### src/inc/flash_host_pkg.sv
// Package for the flash status-polling host controller
package flash_host_pkg;
   // Own register map (byte addresses)
   localparam logic [3:0] reg_ctrl   = 4'h0;
   localparam logic [3:0] reg_addr   = 4'h4;
   localparam logic [3:0] reg_wdata  = 4'h8;
   localparam logic [3:0] reg_status = 4'hc;
   // Control fields
   localparam int ctrl_go_bit   = 0;
   localparam int ctrl_kind_lo  = 1;
   localparam int ctrl_word_bit = 4;
   localparam int ctrl_rst_bit  = 5;
   // Command codes written to ctrl kind field
   localparam logic [2:0] cmd_program = 3'h0;
   localparam logic [2:0] cmd_chip    = 3'h1;
   localparam logic [2:0] cmd_sector  = 3'h2;
   localparam logic [2:0] cmd_suspend = 3'h3;
   localparam logic [2:0] cmd_resume  = 3'h4;
   localparam logic [2:0] cmd_reset   = 3'h5;
   // Flash command bytes and unlock addresses
   localparam logic [7:0]  fb_aa     = 8'haa;
   localparam logic [7:0]  fb_55     = 8'h55;
   localparam logic [7:0]  fb_prog   = 8'ha0;
   localparam logic [7:0]  fb_erase  = 8'h80;
   localparam logic [7:0]  fb_chip   = 8'h10;
   localparam logic [7:0]  fb_sector = 8'h30;
   localparam logic [7:0]  fb_susp   = 8'hb0;
   localparam logic [7:0]  fb_resume = 8'h30;
   localparam logic [7:0]  fb_reset  = 8'hf0;
   localparam logic [19:0] ua_1      = 20'h00555;
   localparam logic [19:0] ua_2      = 20'h002aa;
   // Status bit positions on the data lines
   localparam int polling_pos  = 7;
   localparam int toggle_pos   = 6;
   localparam int limit_pos    = 5;
   localparam int window_pos   = 3;
   localparam int suspend_pos  = 2;
   // Bus phase timing: the write strobe low phase lasts this long, the read strobe low phase one cycle more
   localparam int clk_mhz        = 40;
   localparam int phase_ns       = 125;
   localparam int phase_cycles   = (phase_ns * clk_mhz + 999) / 1000;
   // Result codes
   localparam logic [1:0] res_busy = 2'h0;
   localparam logic [1:0] res_done = 2'h1;
   localparam logic [1:0] res_fail = 2'h2;

   typedef struct packed {
      logic        ce_n;
      logic        oe_n;
      logic        we_n;
      logic        byte_n;
      logic [19:0] addr;
   } flash_ctl_t;

   typedef enum logic [7:0] {
      st_idle  = 8'h01,
      st_wset  = 8'h02,
      st_wlow  = 8'h04,
      st_whigh = 8'h08,
      st_rlow  = 8'h10,
      st_rcmp  = 8'h20,
      st_rhigh = 8'h40,
      st_end   = 8'h80
   } host_state_t;
endpackage

### src/hw/flash_host.sv
// Host controller that sequences commands into the flash and polls its status flags
`timescale 1ns/1ps
module flash_host
   import flash_host_pkg::*;
#(
   parameter int addr_w = 20
)
(
   input  wire logic              aclk,          // 40 MHz clock
   input  wire logic              aresetn,       // Sync reset, active low
   input  wire logic [3:0]        s_axi_awaddr,  // Write address
   input  wire logic              s_axi_awvalid, // Write address valid
   output logic                   s_axi_awready, // Write address ready
   input  wire logic [31:0]       s_axi_wdata,   // Write data
   input  wire logic [3:0]        s_axi_wstrb,   // Write strobes
   input  wire logic              s_axi_wvalid,  // Write data valid
   output logic                   s_axi_wready,  // Write data ready
   output logic [1:0]             s_axi_bresp,   // Write response
   output logic                   s_axi_bvalid,  // Write response valid
   input  wire logic              s_axi_bready,  // Write response ready
   input  wire logic [3:0]        s_axi_araddr,  // Read address
   input  wire logic              s_axi_arvalid, // Read address valid
   output logic                   s_axi_arready, // Read address ready
   output logic [31:0]            s_axi_rdata,   // Read data
   output logic [1:0]             s_axi_rresp,   // Read response
   output logic                   s_axi_rvalid,  // Read data valid
   input  wire logic              s_axi_rready,  // Read data ready
   output logic                   ce_n,          // Chip select, active low
   output logic                   oe_n,          // Output enable, active low
   output logic                   we_n,          // Write strobe, active low
   output logic                   width_select,  // High selects word mode
   output logic [addr_w-1:0]      addr,          // Flash address
   output logic [15:0]            dq_out,        // Data lines driven value
   output logic [15:0]            dq_oe,         // Data lines enable, high drives
   input  wire logic [15:0]       dq_in,         // Data lines sampled value
   input  wire logic              ready_busy_n   // Open-drain ready/busy pin
);
   host_state_t      st_reg, st_next;
   logic [31:0]      ctrl_reg;
   logic [31:0]      addr_reg;
   logic [15:0]      wdata_reg;
   logic             busy_reg, fail_reg, recheck_reg;
   logic [1:0]       result_reg;
   logic [2:0]       step_reg, nsteps_reg;
   logic [2:0]       kind_reg;
   logic [7:0]       tmr_reg;
   logic             first_reg;
   logic [15:0]      prev_reg, stat_reg;
   logic [15:0]      dq_s1, dq_s2;
   logic             rb_s1, rb_s2;
   logic             aw_got, w_got;
   logic [3:0]       aw_a;
   logic [31:0]      w_d;

   // Pins sampled through two flops
   always_ff @(posedge aclk)
   begin
      dq_s1 <= dq_in;
      dq_s2 <= dq_s1;
      rb_s1 <= ready_busy_n;
      rb_s2 <= rb_s1;
   end

   // Command table: returns the address/data of write step n for a kind
   function automatic logic [35:0] seq_word(input logic [2:0] k, input logic [2:0] n,
                                            input logic [31:0] a, input logic [15:0] d);
      logic [19:0] ad;
      logic [15:0] da;
      ad = ua_1;
      da = {8'h00, fb_aa};
      case (n)
         3'h1:
         begin
            ad = ua_2;
            da = {8'h00, fb_55};
         end
         3'h2:
         begin
            da = {8'h00, (k == cmd_program) ? fb_prog : fb_erase};
         end
         3'h3:
         begin
            if (k == cmd_program)
            begin
               ad = a[19:0];
               da = d;
            end
         end
         3'h4:
         begin
            ad = ua_2;
            da = {8'h00, fb_55};
         end
         3'h5:
         begin
            ad = (k == cmd_sector) ? a[19:0] : ua_1;
            da = {8'h00, (k == cmd_sector) ? fb_sector : fb_chip};
         end
         default:
         begin
         end
      endcase
      if (k == cmd_suspend)
      begin
         ad = a[19:0];
         da = {8'h00, fb_susp};
      end
      else if (k == cmd_resume)
      begin
         ad = a[19:0];
         da = {8'h00, fb_resume};
      end
      else if (k == cmd_reset)
      begin
         ad = a[19:0];
         da = {8'h00, fb_reset};
      end
      seq_word = {ad, da};
   endfunction

   wire        go_wr    = aw_got && w_got && !s_axi_bvalid && aw_a == reg_ctrl && w_d[ctrl_go_bit];
   wire [2:0]  go_kind  = w_d[ctrl_kind_lo +: 3];
   // After failure only reset is accepted
   wire        go_ok    = !busy_reg && (!fail_reg || go_kind == cmd_reset);
   wire [35:0] cur_seq  = seq_word(kind_reg, step_reg, addr_reg, wdata_reg);
   wire        tmr_done = tmr_reg == 8'(phase_cycles - 1);
   wire        tog_same = stat_reg[toggle_pos] == prev_reg[toggle_pos];
   wire        lim_hi   = stat_reg[limit_pos];

   // AXI write side: accept address and data in either order
   assign s_axi_awready = !aw_got && !s_axi_bvalid;
   assign s_axi_wready  = !w_got && !s_axi_bvalid;
   assign s_axi_bresp   = 2'h0;
   assign s_axi_rresp   = 2'h0;
   assign s_axi_arready = !s_axi_rvalid;

   always_ff @(posedge aclk)
   begin
      if (!aresetn)
      begin
         aw_got       <= 1'b0;
         w_got        <= 1'b0;
         aw_a         <= 4'h0;
         w_d          <= 32'h0;
         s_axi_bvalid <= 1'b0;
         ctrl_reg     <= 32'h0;
         addr_reg     <= 32'h0;
         wdata_reg    <= 16'h0;
      end
      else
      begin
         if (s_axi_awvalid && s_axi_awready)
         begin
            aw_got <= 1'b1;
            aw_a   <= s_axi_awaddr;
         end
         if (s_axi_wvalid && s_axi_wready)
         begin
            w_got <= 1'b1;
            w_d   <= s_axi_wdata;
         end
         if (aw_got && w_got && !s_axi_bvalid)
         begin
            aw_got       <= 1'b0;
            w_got        <= 1'b0;
            s_axi_bvalid <= 1'b1;
            if (aw_a == reg_ctrl)
               ctrl_reg <= {w_d[31:1], 1'b0};
            else if (aw_a == reg_addr)
               addr_reg <= w_d;
            else if (aw_a == reg_wdata)
               wdata_reg <= w_d[15:0];
         end
         else if (s_axi_bvalid && s_axi_bready)
            s_axi_bvalid <= 1'b0;
      end
   end

   // AXI read side
   wire [31:0] status_word = {stat_reg, 8'h00, 3'h0, rb_s2, first_reg, fail_reg, result_reg};
   always_ff @(posedge aclk)
   begin
      if (!aresetn)
      begin
         s_axi_rvalid <= 1'b0;
         s_axi_rdata  <= 32'h0;
      end
      else if (s_axi_arvalid && s_axi_arready)
      begin
         s_axi_rvalid <= 1'b1;
         case (s_axi_araddr)
            reg_ctrl:   s_axi_rdata <= {ctrl_reg[31:1], busy_reg};
            reg_addr:   s_axi_rdata <= addr_reg;
            reg_wdata:  s_axi_rdata <= {16'h0, wdata_reg};
            reg_status: s_axi_rdata <= status_word;
            default:    s_axi_rdata <= 32'h0;
         endcase
      end
      else if (s_axi_rvalid && s_axi_rready)
         s_axi_rvalid <= 1'b0;
   end

   // Sequencer next state
   always_comb
   begin
      st_next = st_reg;
      case (st_reg)
         st_idle:  if (go_wr && go_ok) st_next = st_wset;
         st_wset:  if (tmr_done) st_next = st_wlow;
         st_wlow:  if (tmr_done) st_next = st_whigh;
         // Polling starts only after the last strobe rises
         st_whigh: if (tmr_done) st_next = (step_reg == nsteps_reg - 3'h1) ? st_rlow : st_wset;
         st_rlow:  if (tmr_done) st_next = st_rcmp;
         st_rcmp:  st_next = st_rhigh;
         st_rhigh: if (tmr_done) st_next = st_end;
         st_end:   st_next = (result_reg == res_busy) ? st_rlow : st_idle;
         default:  st_next = st_idle;
      endcase
   end

   // Flash pins
   // Write: select and strobe low, output enable high
   // Select and output enable rise between reads
   // Command bytes occupy the low lines
   always_ff @(posedge aclk)
   begin
      if (!aresetn)
      begin
         ce_n         <= 1'b1;
         oe_n         <= 1'b1;
         we_n         <= 1'b1;
         width_select <= 1'b1;
         addr         <= '0;
         dq_out       <= 16'h0;
         dq_oe        <= 16'h0;
      end
      else
      begin
         width_select <= ctrl_reg[ctrl_word_bit];
         ce_n         <= !(st_next == st_wlow || st_next == st_rlow || st_next == st_rcmp);
         oe_n         <= !(st_next == st_rlow || st_next == st_rcmp);
         we_n         <= !(st_next == st_wlow);
         dq_oe        <= (st_next == st_wset || st_next == st_wlow || st_next == st_whigh) ? 16'hffff : 16'h0;
         addr         <= addr_w'(cur_seq[35:16]);
         dq_out       <= cur_seq[15:0];
      end
   end

   // Step, timer and status evaluation
   always_ff @(posedge aclk)
   begin
      if (!aresetn)
      begin
         st_reg      <= st_idle;
         tmr_reg     <= 8'h0;
         step_reg    <= 3'h0;
         nsteps_reg  <= 3'h0;
         kind_reg    <= cmd_program;
         busy_reg    <= 1'b0;
         fail_reg    <= 1'b0;
         recheck_reg <= 1'b0;
         result_reg  <= res_done;
         first_reg   <= 1'b1;
         prev_reg    <= 16'h0;
         stat_reg    <= 16'h0;
      end
      else
      begin
         st_reg  <= st_next;
         tmr_reg <= (st_next != st_reg || tmr_done) ? 8'h0 : tmr_reg + 8'h1;
         if (st_reg == st_idle && go_wr && go_ok)
         begin
            kind_reg   <= go_kind;
            step_reg   <= 3'h0;
            nsteps_reg <= (go_kind == cmd_program) ? 3'h4 :
                          (go_kind == cmd_chip || go_kind == cmd_sector) ? 3'h6 : 3'h1;
            busy_reg   <= 1'b1;
            result_reg <= res_busy;
            first_reg  <= 1'b1;
            recheck_reg <= 1'b0;
            if (go_kind == cmd_reset)
               fail_reg <= 1'b0;
         end
         if (st_reg == st_whigh && tmr_done)
            step_reg <= step_reg + 3'h1;
         if (st_reg == st_rcmp)
         begin
            prev_reg  <= stat_reg;
            stat_reg  <= dq_s2;
         end
         if (st_reg == st_end)
         begin
            first_reg <= 1'b0;
            if (!first_reg)
            begin
               if (tog_same)
                  result_reg <= res_done;
               // Limit high: one more check then fail
               else if (lim_hi && recheck_reg)
               begin
                  result_reg <= res_fail;
                  fail_reg   <= 1'b1;
               end
               else if (lim_hi)
                  recheck_reg <= 1'b1;
            end
            // Pin state reported, not used to end
            if (st_next == st_idle)
               busy_reg <= 1'b0;
         end
      end
   end
endmodule

### config.mk
export PLATFORM = sky130hd
export DESIGN_NAME = flash_host
export DESIGN_NICKNAME = d
export VERILOG_FILES = /design/src/inc/flash_host_pkg.sv /design/src/hw/flash_host.sv
export SDC_FILE = /design/constraint.sdc
export NUM_CORES = 1
export LEC_CHECK = 0
export BUFFER_PORTS_ARGS = -buffer_cell sky130_fd_sc_hd__buf_2
export CORE_MARGIN = 4
export CORE_UTILIZATION = 50
export DETAILED_ROUTE_END_ITERATION = 8
export GPL_TIMING_DRIVEN = 0
export PLACE_DENSITY = 0.69
export SYNTH_ARGS = -nofsm -noshare
export SYNTH_HDL_FRONTEND = slang
export SYNTH_SLANG_ARGS = --single-unit
### constraint.sdc
create_clock -name aclk -period 2.9 [get_ports aclk]
set_input_delay 0.58 -clock aclk [delete_from_list [all_inputs] [get_ports aclk]]
set_output_delay 0.58 -clock aclk [all_outputs]
set_load 0.005 [all_outputs]
==> metrics.txt <==
# TYPE chip_impl_metric gauge
chip_impl_metric{name="mappedNetlistArea",unit="mm²"} 0.0102
chip_impl_metric{name="post_cts_buffers",unit=""} 0
chip_impl_metric{name="synth_sequential_area_ratio",unit="%"} 53.9
chip_impl_metric{name="track_usage",unit="%"} 24.6
chip_impl_metric{name="routed-via-count",unit=""} 8882
chip_impl_metric{name="routed-wl-met2",unit="µm"} 12900
chip_impl_metric{name="post-layout-total-power",unit="W"} 0.00817
chip_impl_metric{name="global_route_wire_length_before_repair",unit="µm"} 44000
chip_impl_metric{name="placeableCoreArea",unit="mm²"} 0.0197
chip_impl_info{name="timing.critical_path.to_type",value="flip-flop"} 1
chip_impl_info{name="layout_common_cells",value="274 x sky130_fd_sc_hd__dfxtp_1, 272 x sky130_fd_sc_hd__nand2_1, 178 x sky130_fd_sc_hd__a21oi_1"} 1
chip_impl_info{name="setup.worst_path.start_class",value="flip-flop"} 1
chip_impl_metric{name="die_w",unit="µm"} 151
chip_impl_metric{name="cts-buffers-inserted",unit=""} 28
chip_impl_metric{name="clk_slew_on_worst_s_h_paths",unit="ns"} 0.06
chip_impl_metric{name="synth.lib_cells_used.distinct",unit=""} 58
chip_impl_metric{name="finalCritPeriodShare",unit="%"} 89.6
chip_impl_info{name="crit_slowest_cell",value="sky130_fd_sc_hd__nor3b_1"} 1
chip_impl_metric{name="worst-endpoint-arrival",unit="ns"} 3.07
chip_impl_metric{name="power.static_leakage",unit="nW"} 5.04
chip_impl_metric{name="port_buffers",unit=""} 156
chip_impl_metric{name="synth_cells",unit=""} 1179
chip_impl_info{name="cts.root.buffer_cell",value="sky130_fd_sc_hd__clkbuf_16"} 1
chip_impl_info{name="worst_min_delay_path_endpoint",value="dq_s1[10]$_DFF_P_"} 1
chip_impl_metric{name="postSynthAreaPerCell",unit="µm²"} 8.63
chip_impl_metric{name="floorplan.initialDensity",unit="%"} 51.6
chip_impl_metric{name="drt_pass1_iterations",unit=""} 5
chip_impl_info{name="r2r_start",value="s_axi_bvalid$_SDFFE_PN0P_"} 1
chip_impl_metric{name="clk_path_buf_depth",unit=""} 3
chip_impl_info{name="result_of_the_run",value="complete, no violations"} 1
chip_impl_metric{name="multi_input_area",unit="mm²"} 0.00418
chip_impl_metric{name="area_of_all_sequential_standard_cells",unit="mm²"} 0.00549
chip_impl_info{name="cp_top_family",value="simple AND/OR/NAND/NOR gates"} 1
chip_impl_metric{name="worst_voltage_drop_across_the_vdd_grid",unit="V"} 0.000404
chip_impl_metric{name="drv_slew",unit=""} 0
chip_impl_metric{name="largest_register_ffs",unit=""} 52
chip_impl_metric{name="drv_cap",unit=""} 0
chip_impl_metric{name="setup_viol",unit=""} 0
chip_impl_metric{name="global_route.overflow_total",unit=""} 0
chip_impl_metric{name="depth_of_the_cts_h_tree",unit=""} 1
chip_impl_metric{name="number_of_global_route_vias_before_repair",unit=""} 8375
chip_impl_metric{name="grt_start_max_net_pins",unit=""} 17
chip_impl_metric{name="rr_worst_depth",unit=""} 6
chip_impl_metric{name="post_route_cells_drive_above_1_share",unit="%"} 17.6
chip_impl_metric{name="flow.area_growth_from_synthesis",unit="%"} 21.1
chip_impl_metric{name="gpl.final_weighted_congestion",unit=""} 0.907
chip_impl_info{name="reg2reg_to",value="addr_reg[19]$_SDFFE_PN0P_"} 1
chip_impl_metric{name="final.min_clock_period",unit="ns"} 2.60
chip_impl_metric{name="hold-worst-slack",unit="ns"} 0.131
chip_impl_info{name="hp-start",value="dq_in[10]"} 1
chip_impl_metric{name="timing.slew.headroom",unit="%"} 33.4
chip_impl_info{name="setup.worst_path.start",value="s_axi_bvalid$_SDFFE_PN0P_"} 1
chip_impl_metric{name="fin_nets",unit=""} 1444
chip_impl_metric{name="drt-total-wl",unit="µm"} 28500
chip_impl_metric{name="num_rows",unit=""} 51
chip_impl_metric{name="met1Wirelength",unit="µm"} 12200
chip_impl_metric{name="via_per_inst",unit=""} 5.37
chip_impl_metric{name="hold_path_depth",unit=""} 1
chip_impl_metric{name="timing.clock.skew",unit="ns"} 0.0134
chip_impl_metric{name="clock_insertion_delay_worst_skew",unit="ns"} 0.55
chip_impl_metric{name="drc_violations_left",unit=""} 0
chip_impl_metric{name="clock_sinks",unit=""} 274
chip_impl_info{name="dominantRegCellSynth",value="sky130_fd_sc_hd__dfxtp_1"} 1
chip_impl_info{name="mostFrequentLayoutCell",value="sky130_fd_sc_hd__dfxtp_1"} 1
chip_impl_metric{name="antenna_cells",unit=""} 0
chip_impl_metric{name="grt_antenna_before_repair",unit=""} 0
chip_impl_metric{name="ff2ff_setup_slack",unit="ns"} 0.30
chip_impl_metric{name="power-per-cell-area",unit="mW/mm²"} 662
chip_impl_metric{name="dieArea",unit="mm²"} 0.0227
chip_impl_metric{name="max_freq",unit="GHz"} 0.385
chip_impl_metric{name="fillCellCount",unit=""} 1757
chip_impl_metric{name="detailedPlacementHpwl",unit="µm"} 20300
chip_impl_info{name="rsz0062_at_grt",value="no"} 1
chip_impl_info{name="cts_tree",value="done"} 1
chip_impl_metric{name="met3_wirelength",unit="µm"} 2010
chip_impl_metric{name="final_cells",unit=""} 1655
chip_impl_metric{name="synth_enable_flop_cells",unit=""} 0
chip_impl_metric{name="timing.setup.tns",unit="ns"} 0
chip_impl_metric{name="die_height",unit="µm"} 151
chip_impl_metric{name="share_of_flip_flops_with_an_asynchronous_set_or_reset",unit="%"} 0
chip_impl_metric{name="hold_viol_final",unit=""} 0
chip_impl_metric{name="dp_cells",unit=""} 1603
chip_impl_metric{name="top_level_ports",unit=""} 165
chip_impl_info{name="top_signal_layer_used",value="met4"} 1
chip_impl_metric{name="ys_ff_latch",unit=""} 274
chip_impl_info{name="crit_type",value="flip-flop to flip-flop"} 1
chip_impl_metric{name="first_iter_violations",unit=""} 692
chip_impl_metric{name="timing.critical_path.slowest_cell_delay",unit="ns"} 0.83
chip_impl_info{name="worstPathCellList",value="nand4bb_1 > or2_2 > nor3b_1 > clkbuf_1 > nand2_1 > a21oi_1"} 1
chip_impl_metric{name="route.detailed.wl_per_inst",unit="µm"} 17.2
chip_impl_metric{name="cp_max_fo",unit=""} 10
chip_impl_metric{name="worst-path-buf-inv",unit=""} 1
chip_impl_metric{name="crit_required",unit="ns"} 3.38
chip_impl_metric{name="postLayoutCoreUtil",unit="%"} 62.5
chip_impl_metric{name="worst_slew_pin_slew",unit="ns"} 0.997
chip_impl_metric{name="synth_warnings",unit=""} 0
chip_impl_info{name="hp-class",value="input pin to flip-flop"} 1
chip_impl_metric{name="ant_nets",unit=""} 0
-- synthesized netlist by cell type (5+ instances only) --
cell type	number	area share, %
sky130_fd_sc_hd__a21o_1	14	1.0
sky130_fd_sc_hd__a21oi_1	178	8.8
sky130_fd_sc_hd__a22oi_1	34	2.5
sky130_fd_sc_hd__a31oi_1	8	0.49
sky130_fd_sc_hd__and2_1	9	0.55
sky130_fd_sc_hd__and3_1	12	0.74
sky130_fd_sc_hd__buf_2	5	0.25
sky130_fd_sc_hd__buf_4	20	1.5
sky130_fd_sc_hd__clkbuf_1	69	2.5
sky130_fd_sc_hd__dfxtp_1	274	54
sky130_fd_sc_hd__ha_1	8	0.98
sky130_fd_sc_hd__inv_1	23	0.85
sky130_fd_sc_hd__mux2i_1	39	3.8
sky130_fd_sc_hd__nand2_1	272	10
sky130_fd_sc_hd__nand3_1	21	1.0
sky130_fd_sc_hd__nand4b_1	6	0.52
sky130_fd_sc_hd__nor2_1	84	3.1
sky130_fd_sc_hd__nor2_2	6	0.37
sky130_fd_sc_hd__nor3_1	11	0.54
sky130_fd_sc_hd__o21ai_0	16	0.79
sky130_fd_sc_hd__xnor2_1	8	0.69
sky130_fd_sc_hd__xor2_1	7	0.60
-- per-stage QoR --
| step | setup slack [ns] | area (µm²) |
|---|---|---|
| 3_5_place_dp | 0.140 | 11300 |
| 3_3_place_gp | 0.111 | 11300 |
| 6_report | 0.301 | 12300 |
| 2_1_floorplan | 0.825 | 10200 |
| 5_1_grt | 0.0867 | 12300 |
| 4_1_cts | 0.122 | 12300 |
-- routing by layer --
| layer | global-route usage [%] | vias up |
|---|---|---|
| met5 | 0 | - |
| met3 | 4.15 | 92 |
| met1 | 32.5 | 4117 |
| met4 | 11.3 | 0 |
| li1 | - | 4314 |
| met2 | 39.7 | 359 |
-- area by class of cell --
cell class	count	share of cell area [%]
flip-flops and latches	274	44.5
multi-input cells	789	33.9
clock buffers	42	6.68
repair buffers	156	6.33
plain buffers	95	3.55
well taps	265	2.69
clock inverters	10	1.59
inverters	24	0.731
-- power by group --
group / total [W] / internal, W / switching, W
clock: 0.00390 / 0.00241 / 0.00149
combinational: 0.000369 / 0.000118 / 0.000251
sequential: 0.00390 / 0.00385 / 0.0000515
-- repair_timing --
item	in CTS	in global routing
hold buffers	0	0
hold endpoints to repair	0	0
gates resized for setup	0	2
endpoints found under the setup margin	0	17
-- worst max path at each step --
stage / depth (start not counted) / to
final: 6 / addr_reg[19]$_SDFFE_PN0P_
after CTS: 6 / dq_out[11]$_SDFF_PP0_
after global placement: 6 / dq_out[12]$_SDFF_PP0_
after floorplan: 7 / nsteps_reg[1]$_SDFFE_PN0P_
after global routing: 9 / addr[9]$_SDFF_PN0_
after detailed placement: 9 / s_axi_rdata[27]$_SDFFE_PN0P_
-- cells by family after synthesis --
logic type	synth area share, %
other cells	0.0368
xor+xnor	1.29
compound gates	15.3
fa+ha+maj	0.983
buf+inv	5.19
mux	3.95
flops	53.9
simple gates	19.3
(Power assumes the default switching activity.)
